## config.mk

```make
export PLATFORM = sky130hd
export DESIGN_NAME = arith_right_shift_unit
export DESIGN_NICKNAME = d
export VERILOG_FILES = /design/src/verilog/arsh_pkg.sv /design/src/verilog/arith_right_shift_unit.sv /design/src/verilog/arsh_flag_eval.sv /design/src/verilog/arsh_shift_core.sv
export SDC_FILE = /design/constraint.sdc
export NUM_CORES = 1
export LEC_CHECK = 0
export ABC_AREA = 1
export BUFFER_PORTS_ARGS = -buffer_cell sky130_fd_sc_hd__clkbuf_2
export CELL_PAD_IN_SITES_DETAIL_PLACEMENT = 0
export CELL_PAD_IN_SITES_GLOBAL_PLACEMENT = 1
export CORE_ASPECT_RATIO = 0.8
export CORE_MARGIN = 3
export CORE_UTILIZATION = 48
export CTS_BUF_LIST = sky130_fd_sc_hd__clkbuf_16
export CTS_CLUSTER_SIZE = 40
export DETAILED_ROUTE_END_ITERATION = 10
export PLACE_DENSITY = 0.95
export SETUP_SLACK_MARGIN = 0.2
export SKIP_CTS_REPAIR_TIMING = 1
export SLEW_MARGIN = 10
export SYNTH_ARGS = -nofsm -noshare
export SYNTH_HDL_FRONTEND = slang
export SYNTH_SLANG_ARGS = --single-unit
```

## constraint.sdc

```tcl
create_clock -name clk_sys -period 9.6 [get_ports clk_sys]
set_input_delay 1.44 -clock clk_sys [delete_from_list [all_inputs] [get_ports clk_sys]]
set_output_delay 1.44 -clock clk_sys [all_outputs]
set_load 0.005 [all_outputs]
```

## src/verilog/arsh_pkg.sv

```systemverilog
// Constants and types shared by the arithmetic right-shift unit
package arsh_pkg;

    // APB register byte offsets
    localparam logic [7:0] OFF_MODE   = 8'h00;
    localparam logic [7:0] OFF_FLAGS  = 8'h04;
    localparam logic [7:0] OFF_CMD    = 8'h08;
    localparam logic [7:0] OFF_STATUS = 8'h0C;
    localparam logic [7:0] OFF_X0     = 8'h10;
    localparam logic [7:0] OFF_Y0     = 8'h14;
    localparam logic [7:0] OFF_Y1     = 8'h18;
    localparam logic [7:0] OFF_MOVE   = 8'h1C;
    localparam logic [7:0] OFF_A_TOP  = 8'h20;
    localparam logic [7:0] OFF_A_MID  = 8'h24;
    localparam logic [7:0] OFF_A_LOW  = 8'h28;
    localparam logic [7:0] OFF_B_TOP  = 8'h2C;
    localparam logic [7:0] OFF_B_MID  = 8'h30;
    localparam logic [7:0] OFF_B_LOW  = 8'h34;

    // Command register fields
    localparam int CMD_OP_LSB   = 0;
    localparam int CMD_DEST_BIT = 2;
    localparam int CMD_PAIR_LSB = 3;
    localparam int CMD_MOVE_BIT = 6;
    localparam int CMD_MSRC_BIT = 7;
    localparam int CMD_MV_LSB   = 8;

    // Condition flag byte bit positions
    localparam int FLG_C  = 0;
    localparam int FLG_V  = 1;
    localparam int FLG_Z  = 2;
    localparam int FLG_N  = 3;
    localparam int FLG_U  = 4;
    localparam int FLG_E  = 5;
    localparam int FLG_L  = 6;
    localparam int FLG_SZ = 7;

    // Status register bits
    localparam int STS_BUSY    = 0;
    localparam int STS_BADPAIR = 1;

    // Reset values
    localparam logic [7:0] MODE_RESET  = 8'h00;
    localparam logic [7:0] FLAGS_RESET = 8'h00;

    // Highest legal source pair code
    localparam logic [2:0] PAIR_LAST = 3'h5;

    // Move limiting values
    localparam logic [15:0] LIMIT_POS = 16'h7FFF;
    localparam logic [15:0] LIMIT_NEG = 16'h8000;

    typedef enum logic [1:0] {
        OP_NONE  = 2'h0,
        OP_ONE   = 2'h1,
        OP_ADD   = 2'h2,
        OP_MULTI = 2'h3
    } op_t;

    // Gray order along idle, first, move, last
    typedef enum logic [1:0] {
        ST_IDLE  = 2'h0,
        ST_FIRST = 2'h1,
        ST_MOVE  = 2'h3,
        ST_LAST  = 2'h2
    } state_t;

endpackage

```

## src/verilog/arith_right_shift_unit.sv

```systemverilog
// Arithmetic right-shift data path with APB register access
module arith_right_shift_unit
    import arsh_pkg::*;
#(
    parameter int ADDR_W = 8
)
(
    // Clock and reset
    input  wire logic              clk_sys,
    input  wire logic              rst,
    // APB slave
    input  wire logic              psel,
    input  wire logic              penable,
    input  wire logic              pwrite,
    input  wire logic [ADDR_W-1:0] paddr,
    input  wire logic [31:0]       pwdata,
    output logic      [31:0]       prdata,
    output logic                   pready,
    output logic                   pslverr,
    // Status
    output logic                   busy
);

    typedef struct packed {
        state_t      state;
        logic [3:0]  moveLeft;
        op_t         op;
        logic        destB;
        logic [2:0]  pair;
        logic        moveEn;
        logic        moveSrcB;
        logic [3:0]  moveCycles;
        logic        badPair;
        logic [7:0]  mode;
        logic [7:0]  flags;
        logic [15:0] x0;
        logic [15:0] y0;
        logic [15:0] y1;
        logic [15:0] moveWord;
        logic [35:0] accA;
        logic [35:0] accB;
        logic [31:0] prdata;
        logic        pready;
        logic        pslverr;
        logic        busy;
    } regs_t;

    localparam regs_t REGS_RESET = '{
        state:    ST_IDLE,
        op:       OP_NONE,
        mode:     MODE_RESET,
        flags:    FLAGS_RESET,
        default:  '0
    };

    regs_t s;
    regs_t next_s;

    // Address decode, used by the error check only; the read path compares addr8 directly
    function automatic logic isMapped(input logic [ADDR_W-1:0] a);
        logic [7:0] b;
        b = 8'(a);
        isMapped = (b[1:0] == 2'h0) && (b <= OFF_B_LOW);
    endfunction

    function automatic logic [31:0] pairSrc(input logic [2:0] p, input regs_t r);
        logic [31:0] v;
        v = '0;
        case (p)
            3'h0:    v = {r.y1, r.x0};
            3'h1:    v = {r.y0, r.x0};
            3'h2:    v = {r.y1, r.y0};
            3'h3:    v = {r.y0, r.y0};
            3'h4:    v = {r.accA[31:16], r.y0};
            3'h5:    v = {r.accB[31:16], r.y1};
            default: v = '0;
        endcase
        pairSrc = v;
    endfunction

    logic [35:0] destAcc;
    logic [35:0] moveAcc;
    logic [31:0] srcPair;
    logic [35:0] shiftResult;
    logic        shiftCarry;
    logic        fNeg;
    logic        fZero;
    logic        fExt;
    logic        fUnnorm;
    logic        mvExt;
    logic        wrTake;
    logic [7:0]  addr8;

    assign destAcc = s.destB ? s.accB : s.accA;
    assign moveAcc = s.moveSrcB ? s.accB : s.accA;
    assign srcPair = pairSrc(s.pair, s);
    assign addr8   = 8'(paddr);
    assign mvExt   = !((&moveAcc[35:31]) || !(|moveAcc[35:31]));
    assign wrTake  = psel && penable && s.pready && pwrite && !s.pslverr;

    // Shared shifter
    arsh_shift_core u_shift (
        .op     (s.op),
        .acc    (destAcc),
        .src1   (srcPair[31:16]),
        .src2   (srcPair[15:0]),
        .result (shiftResult),
        .carry  (shiftCarry)
    );

    // Flags of the new result
    arsh_flag_eval u_flags (
        .value    (shiftResult),
        .negative (fNeg),
        .zero     (fZero),
        .extInUse (fExt),
        .unnorm   (fUnnorm)
    );

    // Next-state logic: bus slave, command sequencer, result commit
    always_comb
    begin
        next_s        = s;
        next_s.pready  = 1'b0;
        next_s.pslverr = 1'b0;

        // One wait state; read data captured as pready rises
        if (psel && penable && !s.pready)
        begin
            next_s.pready  = 1'b1;
            next_s.pslverr = !isMapped(paddr) || (pwrite && s.state != ST_IDLE);
            next_s.prdata  = '0;
            if (addr8 == OFF_MODE)
                next_s.prdata = {24'h0, s.mode};
            else if (addr8 == OFF_FLAGS)
                next_s.prdata = {24'h0, s.flags};
            else if (addr8 == OFF_CMD)
                next_s.prdata = {20'h0, s.moveCycles, s.moveSrcB, s.moveEn, s.pair, s.destB, s.op};
            else if (addr8 == OFF_STATUS)
                next_s.prdata = {30'h0, s.badPair, s.busy};
            else if (addr8 == OFF_X0)
                next_s.prdata = {16'h0, s.x0};
            else if (addr8 == OFF_Y0)
                next_s.prdata = {16'h0, s.y0};
            else if (addr8 == OFF_Y1)
                next_s.prdata = {16'h0, s.y1};
            else if (addr8 == OFF_MOVE)
                next_s.prdata = {16'h0, s.moveWord};
            else if (addr8 == OFF_A_TOP)
                next_s.prdata = {28'h0, s.accA[35:32]};
            else if (addr8 == OFF_A_MID)
                next_s.prdata = {16'h0, s.accA[31:16]};
            else if (addr8 == OFF_A_LOW)
                next_s.prdata = {16'h0, s.accA[15:0]};
            else if (addr8 == OFF_B_TOP)
                next_s.prdata = {28'h0, s.accB[35:32]};
            else if (addr8 == OFF_B_MID)
                next_s.prdata = {16'h0, s.accB[31:16]};
            else if (addr8 == OFF_B_LOW)
                next_s.prdata = {16'h0, s.accB[15:0]};
        end

        // Writes land only at the edge the master sees pready
        if (wrTake)
        begin
            if (addr8 == OFF_MODE)
                next_s.mode = pwdata[7:0];
            else if (addr8 == OFF_FLAGS)
                next_s.flags = pwdata[7:0];
            else if (addr8 == OFF_CMD)
            begin
                next_s.op         = op_t'(pwdata[CMD_OP_LSB +: 2]);
                next_s.destB      = pwdata[CMD_DEST_BIT];
                next_s.pair       = pwdata[CMD_PAIR_LSB +: 3];
                next_s.moveEn     = pwdata[CMD_MOVE_BIT];
                next_s.moveSrcB   = pwdata[CMD_MSRC_BIT];
                next_s.moveCycles = pwdata[CMD_MV_LSB +: 4];
                if (pwdata[CMD_OP_LSB +: 2] != OP_NONE)
                begin
                    if (pwdata[CMD_OP_LSB +: 2] != OP_ONE && pwdata[CMD_PAIR_LSB +: 3] > PAIR_LAST)
                        next_s.badPair = 1'b1;
                    else
                    begin
                        next_s.badPair = 1'b0;
                        next_s.state   = ST_FIRST;
                        next_s.busy    = 1'b1;
                    end
                end
            end
            else if (addr8 == OFF_X0)
                next_s.x0 = pwdata[15:0];
            else if (addr8 == OFF_Y0)
                next_s.y0 = pwdata[15:0];
            else if (addr8 == OFF_Y1)
                next_s.y1 = pwdata[15:0];
            else if (addr8 == OFF_A_TOP)
                next_s.accA[35:32] = pwdata[3:0];
            else if (addr8 == OFF_A_MID)
                next_s.accA[31:16] = pwdata[15:0];
            else if (addr8 == OFF_A_LOW)
                next_s.accA[15:0] = pwdata[15:0];
            else if (addr8 == OFF_B_TOP)
                next_s.accB[35:32] = pwdata[3:0];
            else if (addr8 == OFF_B_MID)
                next_s.accB[31:16] = pwdata[15:0];
            else if (addr8 == OFF_B_LOW)
                next_s.accB[15:0] = pwdata[15:0];
        end

        // Instruction sequencer
        case (s.state)
            ST_IDLE:
                next_s.moveLeft = '0;
            // extra cycles only for a single shift with a move
            // multi-bit forms go straight to the last cycle
            ST_FIRST:
            begin
                if (s.op == OP_ONE && s.moveEn && s.moveCycles != 4'h0)
                begin
                    next_s.moveLeft = s.moveCycles;
                    next_s.state    = ST_MOVE;
                end
                else
                    next_s.state = ST_LAST;
            end
            ST_MOVE:
            begin
                next_s.moveLeft = s.moveLeft - 4'h1;
                if (s.moveLeft == 4'h1)
                    next_s.state = ST_LAST;
            end
            ST_LAST:
            begin
                next_s.state = ST_IDLE;
                next_s.busy  = 1'b0;
                if (s.destB)
                    next_s.accB = shiftResult;
                else
                    next_s.accA = shiftResult;
                // negative and zero on every form
                next_s.flags[FLG_N] = fNeg;
                next_s.flags[FLG_Z] = fZero;
                if (s.op == OP_ONE)
                begin
                    next_s.flags[FLG_C] = shiftCarry;
                    next_s.flags[FLG_V] = 1'b0;
                    next_s.flags[FLG_E] = fExt;
                    next_s.flags[FLG_U] = fUnnorm;
                    if (s.moveEn)
                    begin
                        // Move reads the source before the shift, limited if it overflows a word
                        next_s.moveWord = mvExt ? (moveAcc[35] ? LIMIT_NEG : LIMIT_POS) : moveAcc[31:16];
                        next_s.flags[FLG_L] = s.flags[FLG_L] | mvExt;
                        next_s.flags[FLG_SZ] = s.flags[FLG_SZ] | (moveAcc[30] ^ moveAcc[29]);
                    end
                end
            end
            default:
                next_s.state = ST_IDLE;
        endcase
    end

    // State register
    always_ff @(posedge clk_sys or posedge rst)
    begin
        if (rst)
            s <= REGS_RESET;
        else
            s <= next_s;
    end

    // Outputs straight from flops
    assign prdata  = s.prdata;
    assign pready  = s.pready;
    assign pslverr = s.pslverr;
    assign busy    = s.busy;

endmodule // arith_right_shift_unit

```

## src/verilog/arsh_flag_eval.sv

```systemverilog
// Result flag evaluation for a 36-bit accumulator value
module arsh_flag_eval
(
    // Value under test
    input  wire logic [35:0] value,
    // Flags
    output logic             negative,
    output logic             zero,
    output logic             extInUse,
    output logic             unnorm
);

    assign negative = value[35];
    assign zero     = (value == 36'h0);
    assign extInUse = !((&value[35:31]) || !(|value[35:31]));
    // unnormalized when bits 31 and 30 agree
    assign unnorm   = (value[31] == value[30]);

endmodule // arsh_flag_eval

```

## src/verilog/arsh_shift_core.sv

```systemverilog
// Combinational shifter for the three right-shift operations
module arsh_shift_core
    import arsh_pkg::*;
(
    // Operation and operands
    input  wire op_t         op,
    input  wire logic [35:0] acc,
    input  wire logic [15:0] src1,
    input  wire logic [15:0] src2,
    // Result
    output logic      [35:0] result,
    output logic             carry
);

    logic [3:0]  count;
    logic [35:0] wide;

    assign count = src2[3:0];

    // Source sits in the middle word so shifted-out bits land in the low word
    assign wide = $signed({{4{src1[15]}}, src1, 16'h0000}) >>> count;

    always_comb
    begin
        result = acc;
        carry  = 1'b0;
        case (op)
            OP_ONE:
            begin
                result = {acc[35], acc[35:1]};
                carry  = acc[0];
            end
            OP_ADD:
                result = acc + wide;
            OP_MULTI:
                result = {wide[35:16], 16'h0000};
            default:
                result = acc;
        endcase
    end

endmodule // arsh_shift_core
```

Word level (Yosys, flattened, before mapping):

Cells that the tools add are included.

* flip-flop bits (word level): 190
* bits of input ports: 45
* output and inout port bits: 35
* logic and storage cells: 188

* add/subtract/negate cells: 2
* order comparisons: 2
* eq/ne operators: 31
* shift operators: 1
* muxes and demuxes: 75
* bitwise gates (word level): 8
* reductions and logical operators: 47

Operator list (count)
* 72-bit two-way mux: 8
* 16-bit two-way mux: 25
* 32-bit case mux with 6 select lines: 1
* 36-bit two-way mux: 5
* 56-bit two-way mux: 2
* 36-bit case mux with 3 select lines: 1
* 48-bit two-way mux: 2
* 68-bit two-way mux: 1
* 32-bit two-way mux: 2
* 52-bit two-way mux: 1
* 8-bit by 6-bit == test with 1-bit output (second input constant): 6
* 36-bit adder: 1
* 36-bit logical NOT: 1
* 32-bit by 4-bit >>> shifter with 36-bit output: 1
* 8-bit by 5-bit == test with 1-bit output (second input constant): 4
* 2-bit two-way mux: 10
* 5-bit AND reduction: 4
* 8-bit by 4-bit == test with 1-bit output (second input constant): 2
* 4-bit two-way mux: 4
* 8-bit two-way mux: 2
* 4-bit case mux with 3 select lines: 1
* 6-bit AND reduction: 2
* 2-bit nonzero test: 6
* 1-bit logical AND: 10
* 30 further kinds: 64

Longest topological paths before layout:

* depth in word-level cells: 16
* depth in mapped cells: 43
* mapped depth without buffers: 41

Cells and area by module:

From an unflattened synthesis, not the netlist that was laid out.

* cell total of the unflattened synthesis: 2487
* area, all modules: 15786.4 µm²

By module, submodules not included
* arith_right_shift_unit: times used 1, cells an instance 1621, area each 11491.0 µm², sequential area each 4754.6 µm²
* arsh_shift_core: times used 1, cells an instance 824, area each 4098.9 µm², sequential area each 0.0 µm²
* arsh_flag_eval: times used 1, cells an instance 42, area each 196.4 µm², sequential area each 0.0 µm²

Least setup slack after synthesis:

OpenSTA, ideal clock, no wires.

* kind: register to register
* start: register s[195] (netlist bit)
* end: register s[173] (netlist bit)
* setup time: 0.069 ns
* arrival: 4.569 ns
* required time: 9.531 ns
* path slack: 4.961 ns
* stages on the path, launching flop included: 38
* path buffers: 4
* clock period less this slack: 4.639 ns
* path through: dfrtp_1 -> buf_6 -> nor2_4 -> nor2_4 -> nand2_1 -> and3_1 -> buf_4 -> buf_2 -> buf_1 -> nor2_1 -> ha_1 -> fa_1 -> nand3_1 -> nand2_2 -> inv_1 -> o21ai_2 -> nand2_1 -> nand2_1 -> (+2 left out) -> nand2_1 -> nand2_1 -> o21ai_0 -> nand3_1 -> o21ai_1 -> ha_1 -> nand2_1 -> nor2_1 -> nand3_1 -> nor2_1 -> nand3_1 -> nor2_1 -> nand3_1 -> nor3_1 -> nand2_1 -> nor2_1 -> nand4_1 -> nand3_1

* cells in the longest elaborated chain, start to end: 7
* elaborated cells on any way between the ends: 12
* classes of those cells: add/sub: 1; eq/ne: 5; shift: 1; mux: 3; reduce/logical: 2

RTL lines
* start: declaration: RTL line arith_right_shift_unit.sv:56 `regs_t s;`
* start signal: assignment: RTL line arith_right_shift_unit.sv:269 `s <= next_s;`
* 3-bit == test (tied with other cells): RTL line arith_right_shift_unit.sv:69 `case (p)`
* 32-bit case mux with 6 select lines *: RTL line arith_right_shift_unit.sv:69
* 32-bit by 4-bit >>> shifter with 36-bit output *: RTL line arsh_shift_core.sv:21 `assign wide = $signed({{4{src1[15]}}, src1, 16'h0000}) >>> count;`
* 36-bit adder: RTL line arsh_shift_core.sv:34 `result = acc + wide;`
* 36-bit case mux with 3 select lines *: RTL line arsh_shift_core.sv:27 `case (op)`
* 36-bit logical NOT *: RTL line arsh_flag_eval.sv:14 `assign zero = (value == 36'h0);`
* 8-bit two-way mux *: RTL line arith_right_shift_unit.sv:211 `case (s.state)`

Every way passes the cells marked *; elsewhere a longest branch is shown, timed or not.
A chain may end at the register's enable or synchronous reset.

Worst setup path after layout:

* start: register s[196] (netlist bit)
* end: register s[173] (netlist bit)

The elaborated chain is that of the path after synthesis.

==> results.md <==
* Hold crit path type: register to register
* Crit start category: register
* Pin count of the biggest net entering global routing at 128
* Max-slew headroom at around 18%
* Number of max-cap violations at 0
* Pwr/cell area at 106 nW/µm²
* Async SR Flop Fraction at 100%
* Core Region at slightly above 30000 µm²
* Die Height at ~160 µm
* Status: complete, no violations
* Yosys Warn Count at 0
* All-layer global routing usage at 35.1%
* Vias per std cell at 5.99
* CTS clk-pin slew, worst paths at ~70 ps
* Maximum VDD drop at 0.110 mV
* First-pass GRT wire length at 87.3 mm
* Post-Syn Instances at 2299
* Drt pass-1 iters at 6
* Post-Synth Simple-Gate Area at 31.6%
* DR WL/cell at ~22 µm
* Upper clock frequency limit at 134 MHz
* Via Count at between 15000 and 20000
* CTS sink count at between 150 and 200
* Mux share of post-synthesis cell area at less than 1%
* Min Tclk post-route at about 7500 ps
* Die X-Extent at 203 µm
* CTS max path bufs at 2
* Xor-xnor portion of the synthesized cell area at 0.176%
* Critical Path Fanout Max at 17
* Number of synthesized flops with an enable pin at 0
* Synth Area in Compound Gates at 21.9%
* CTS tree: built
* P&R area growth vs syn at 5.55%
* H-tree depth at 4
* Fill cells at 3171
* Worst-Skew Late Latency at 460 ps
* Syn Std Cell Area at around 15000 µm²
* Die ar. at 33200 µm²
* Synth Flop Type: dfrtp_1
* CP bufs+invs at 2
* Share of cells above drive strength 1 at 6.67%
* CTS root buffer: clkbuf_16
* Count of input and output buffers at between 40 and 50
* Most common cell in the netlist: nand2_1
* Period utilization at between 70% and 80%
* Crit Path Category: register to register
* Register area share after synthesis at 31.9%
* Final Hold Viols at 0
* FF+latch count, synth at 190
* Post-synthesis cell type count at 63
* Final setup fails at 0
* Final hold slack at 480 ps
* Adder-Cell Fraction of Synth Area at 3.24%
* Max incr delay on CP at 970 ps
* Setup_tns at 0 ps
* GRT overflow at 0
* Area share of the largest cell type after synthesis at 31.9%
* Worst-Margin Slew at 1230 ps
* Row count at 57
* Static leakage at 7.73 nW
* Clock Skew at approximately 13 ps
* Top cell by count, worst path: nand2_1
* Antenna violations before repair at 2
* Tot Pwr at 1.67 mW
* Initial Util at between 40% and 50%
* Commonest cells in the netlist: nand2_1 (659), o21ai_0 (297), inv_1 (235)
* Mean Syn Cell Area at 6.49 µm²
* RSZ-0062 raised after global routing: false
* CP Capture Type: register
* DR iter-0 viols at 2032
* Final ANT Viol Nets at 0
* Crit path DAT at 7860 ps
* Largest family of logic cells by synthesized area: simple AND/OR/NAND/NOR gates
* Drc violations at 0
* CP top delay family: simple AND/OR/NAND/NOR gates
* Area contributors post-synth: dfrtp_1 (32%), nand2_1 (17%), o21ai_0 (10%)
* Vias in the first global route at 14402
* Cts bufs inserted at 17
* Crit-path slowest cell: dfrtp_1
* Io pins at 80
* Detailed Place HPWL at 45.8 mm
* Req. time, crit path at 9980 ps
* RD Place Congestion at around 1
* Synth area leader: dfrtp_1
* Slew Limit Fails at 0
* Final nets at 2353
* Drt total wl at 58.9 mm
==> cells by family after synthesis <==
| family | count (synthesis) |
|---|---|
| xor gates and xnor gates | 3 |
| adders and majority gates | 38 |
| other | 1 |
| DFF | 190 |
| muxes | 1 |
| buffers and inverters | 378 |
| and+or+nand+nor | 1111 |
| AOI/OAI and AO/OA | 577 |
==> through the flow <==
stage	std cells	worst slack (ps)	instance area [µm²]	util (%)
floorplan	2314	2990	15000	-
global route	2693	1690	15700	51.6
finish	2696	2120	15700	51.7
global placement	2664	2370	15200	49.8
detailed placement	2664	2450	15200	49.8
CTS	2693	2400	15700	51.6
==> sequential cells by signal, summed over array words and instances, names as in the netlist <==
register  cells
s           171
prdata       16
busy          1
pready        1
pslverr       1
==> path summary, 6_finish.rpt <==
path,start,end,slack (ps),cells after the start
worst max-delay path,s[196]$_DFFE_PP0P_,s[173]$_DFFE_PP0P_,2120,36
worst max register to register,s[196]$_DFFE_PP0P_,s[173]$_DFFE_PP0P_,2120,36
worst min-delay path,prdata[14]$_DFFE_PP0P_,prdata[14]$_DFFE_PP0P_,480,2
max in group asynchronous,rst,s[154]$_DFFE_PP0P_,7170,3
min in group asynchronous,rst,s[202]$_DFFE_PP0P_,1100,2
worst min register to register,prdata[14]$_DFFE_PP0P_,prdata[14]$_DFFE_PP0P_,480,2
==> routing by layer <==
| metal | up-vias | track usage (%) | wire length, µm |
|---|---|---|---|
| li1 | 7541 | - | - |
| met1 | 7603 | 50.3 | 25600 |
| met4 | 4 | 9.19 | 1330 |
| met3 | 94 | 15.8 | 8680 |
| met2 | 904 | 47.4 | 23200 |
| met5 | - | 1.19 | 25 |
==> worst min-delay path, stage by stage, from the launching register on <==
cell and delay, ps:
dfrtp_1 340, nand2_1 50, nand2_1 60
==> layout by cell type, fill, tap and decap left out, drive strengths merged, types with 4 or more instances in the layout <==
master   synthesis  routed
conb             1      16
a21boi          12      12
ha              37      37
or2             14      14
o21bai           5       5
inv            244     247
a22oi           15      15
a31oi           16      16
nand4           18      18
o31ai            4       4
nand3b          11      11
clkbuf          49      64
o22ai           17      17
o21ai          312     312
clkinv           4       9
nand2          666     666
o211ai          27      27
a221oi           7       7
buf             81      20
nand3          200     200
and2             9       9
dfrtp          190     190
o221ai           5       5
a21oi          124     124
o2111ai          6       6
nor2           175     175
nor3            14      14
a211oi          10      10
==> power breakdown <==
part / switching [mW] / internal, mW
clock network: 0.315 / 0.399
registers: 0.00618 / 0.808
logic: 0.106 / 0.0331
total: 0.427 / 1.24
==> area by class of cell <==
class                           instances  area [µm²]  share of cell area, %
Multi-Input combinational cell       1746        8570                   54.5
Timing Repair Buffer                   67         385                   2.45
Tap cell                              413         517                   3.28
Antenna cell                            3        7.51                 0.0477
Clock buffer                           17         425                   2.70
Inverter                              248         941                   5.98
Sequential cell                       190        4750                   30.2
Clock inverter                         12         133                  0.843
Power figures use the tool's default switching activity.
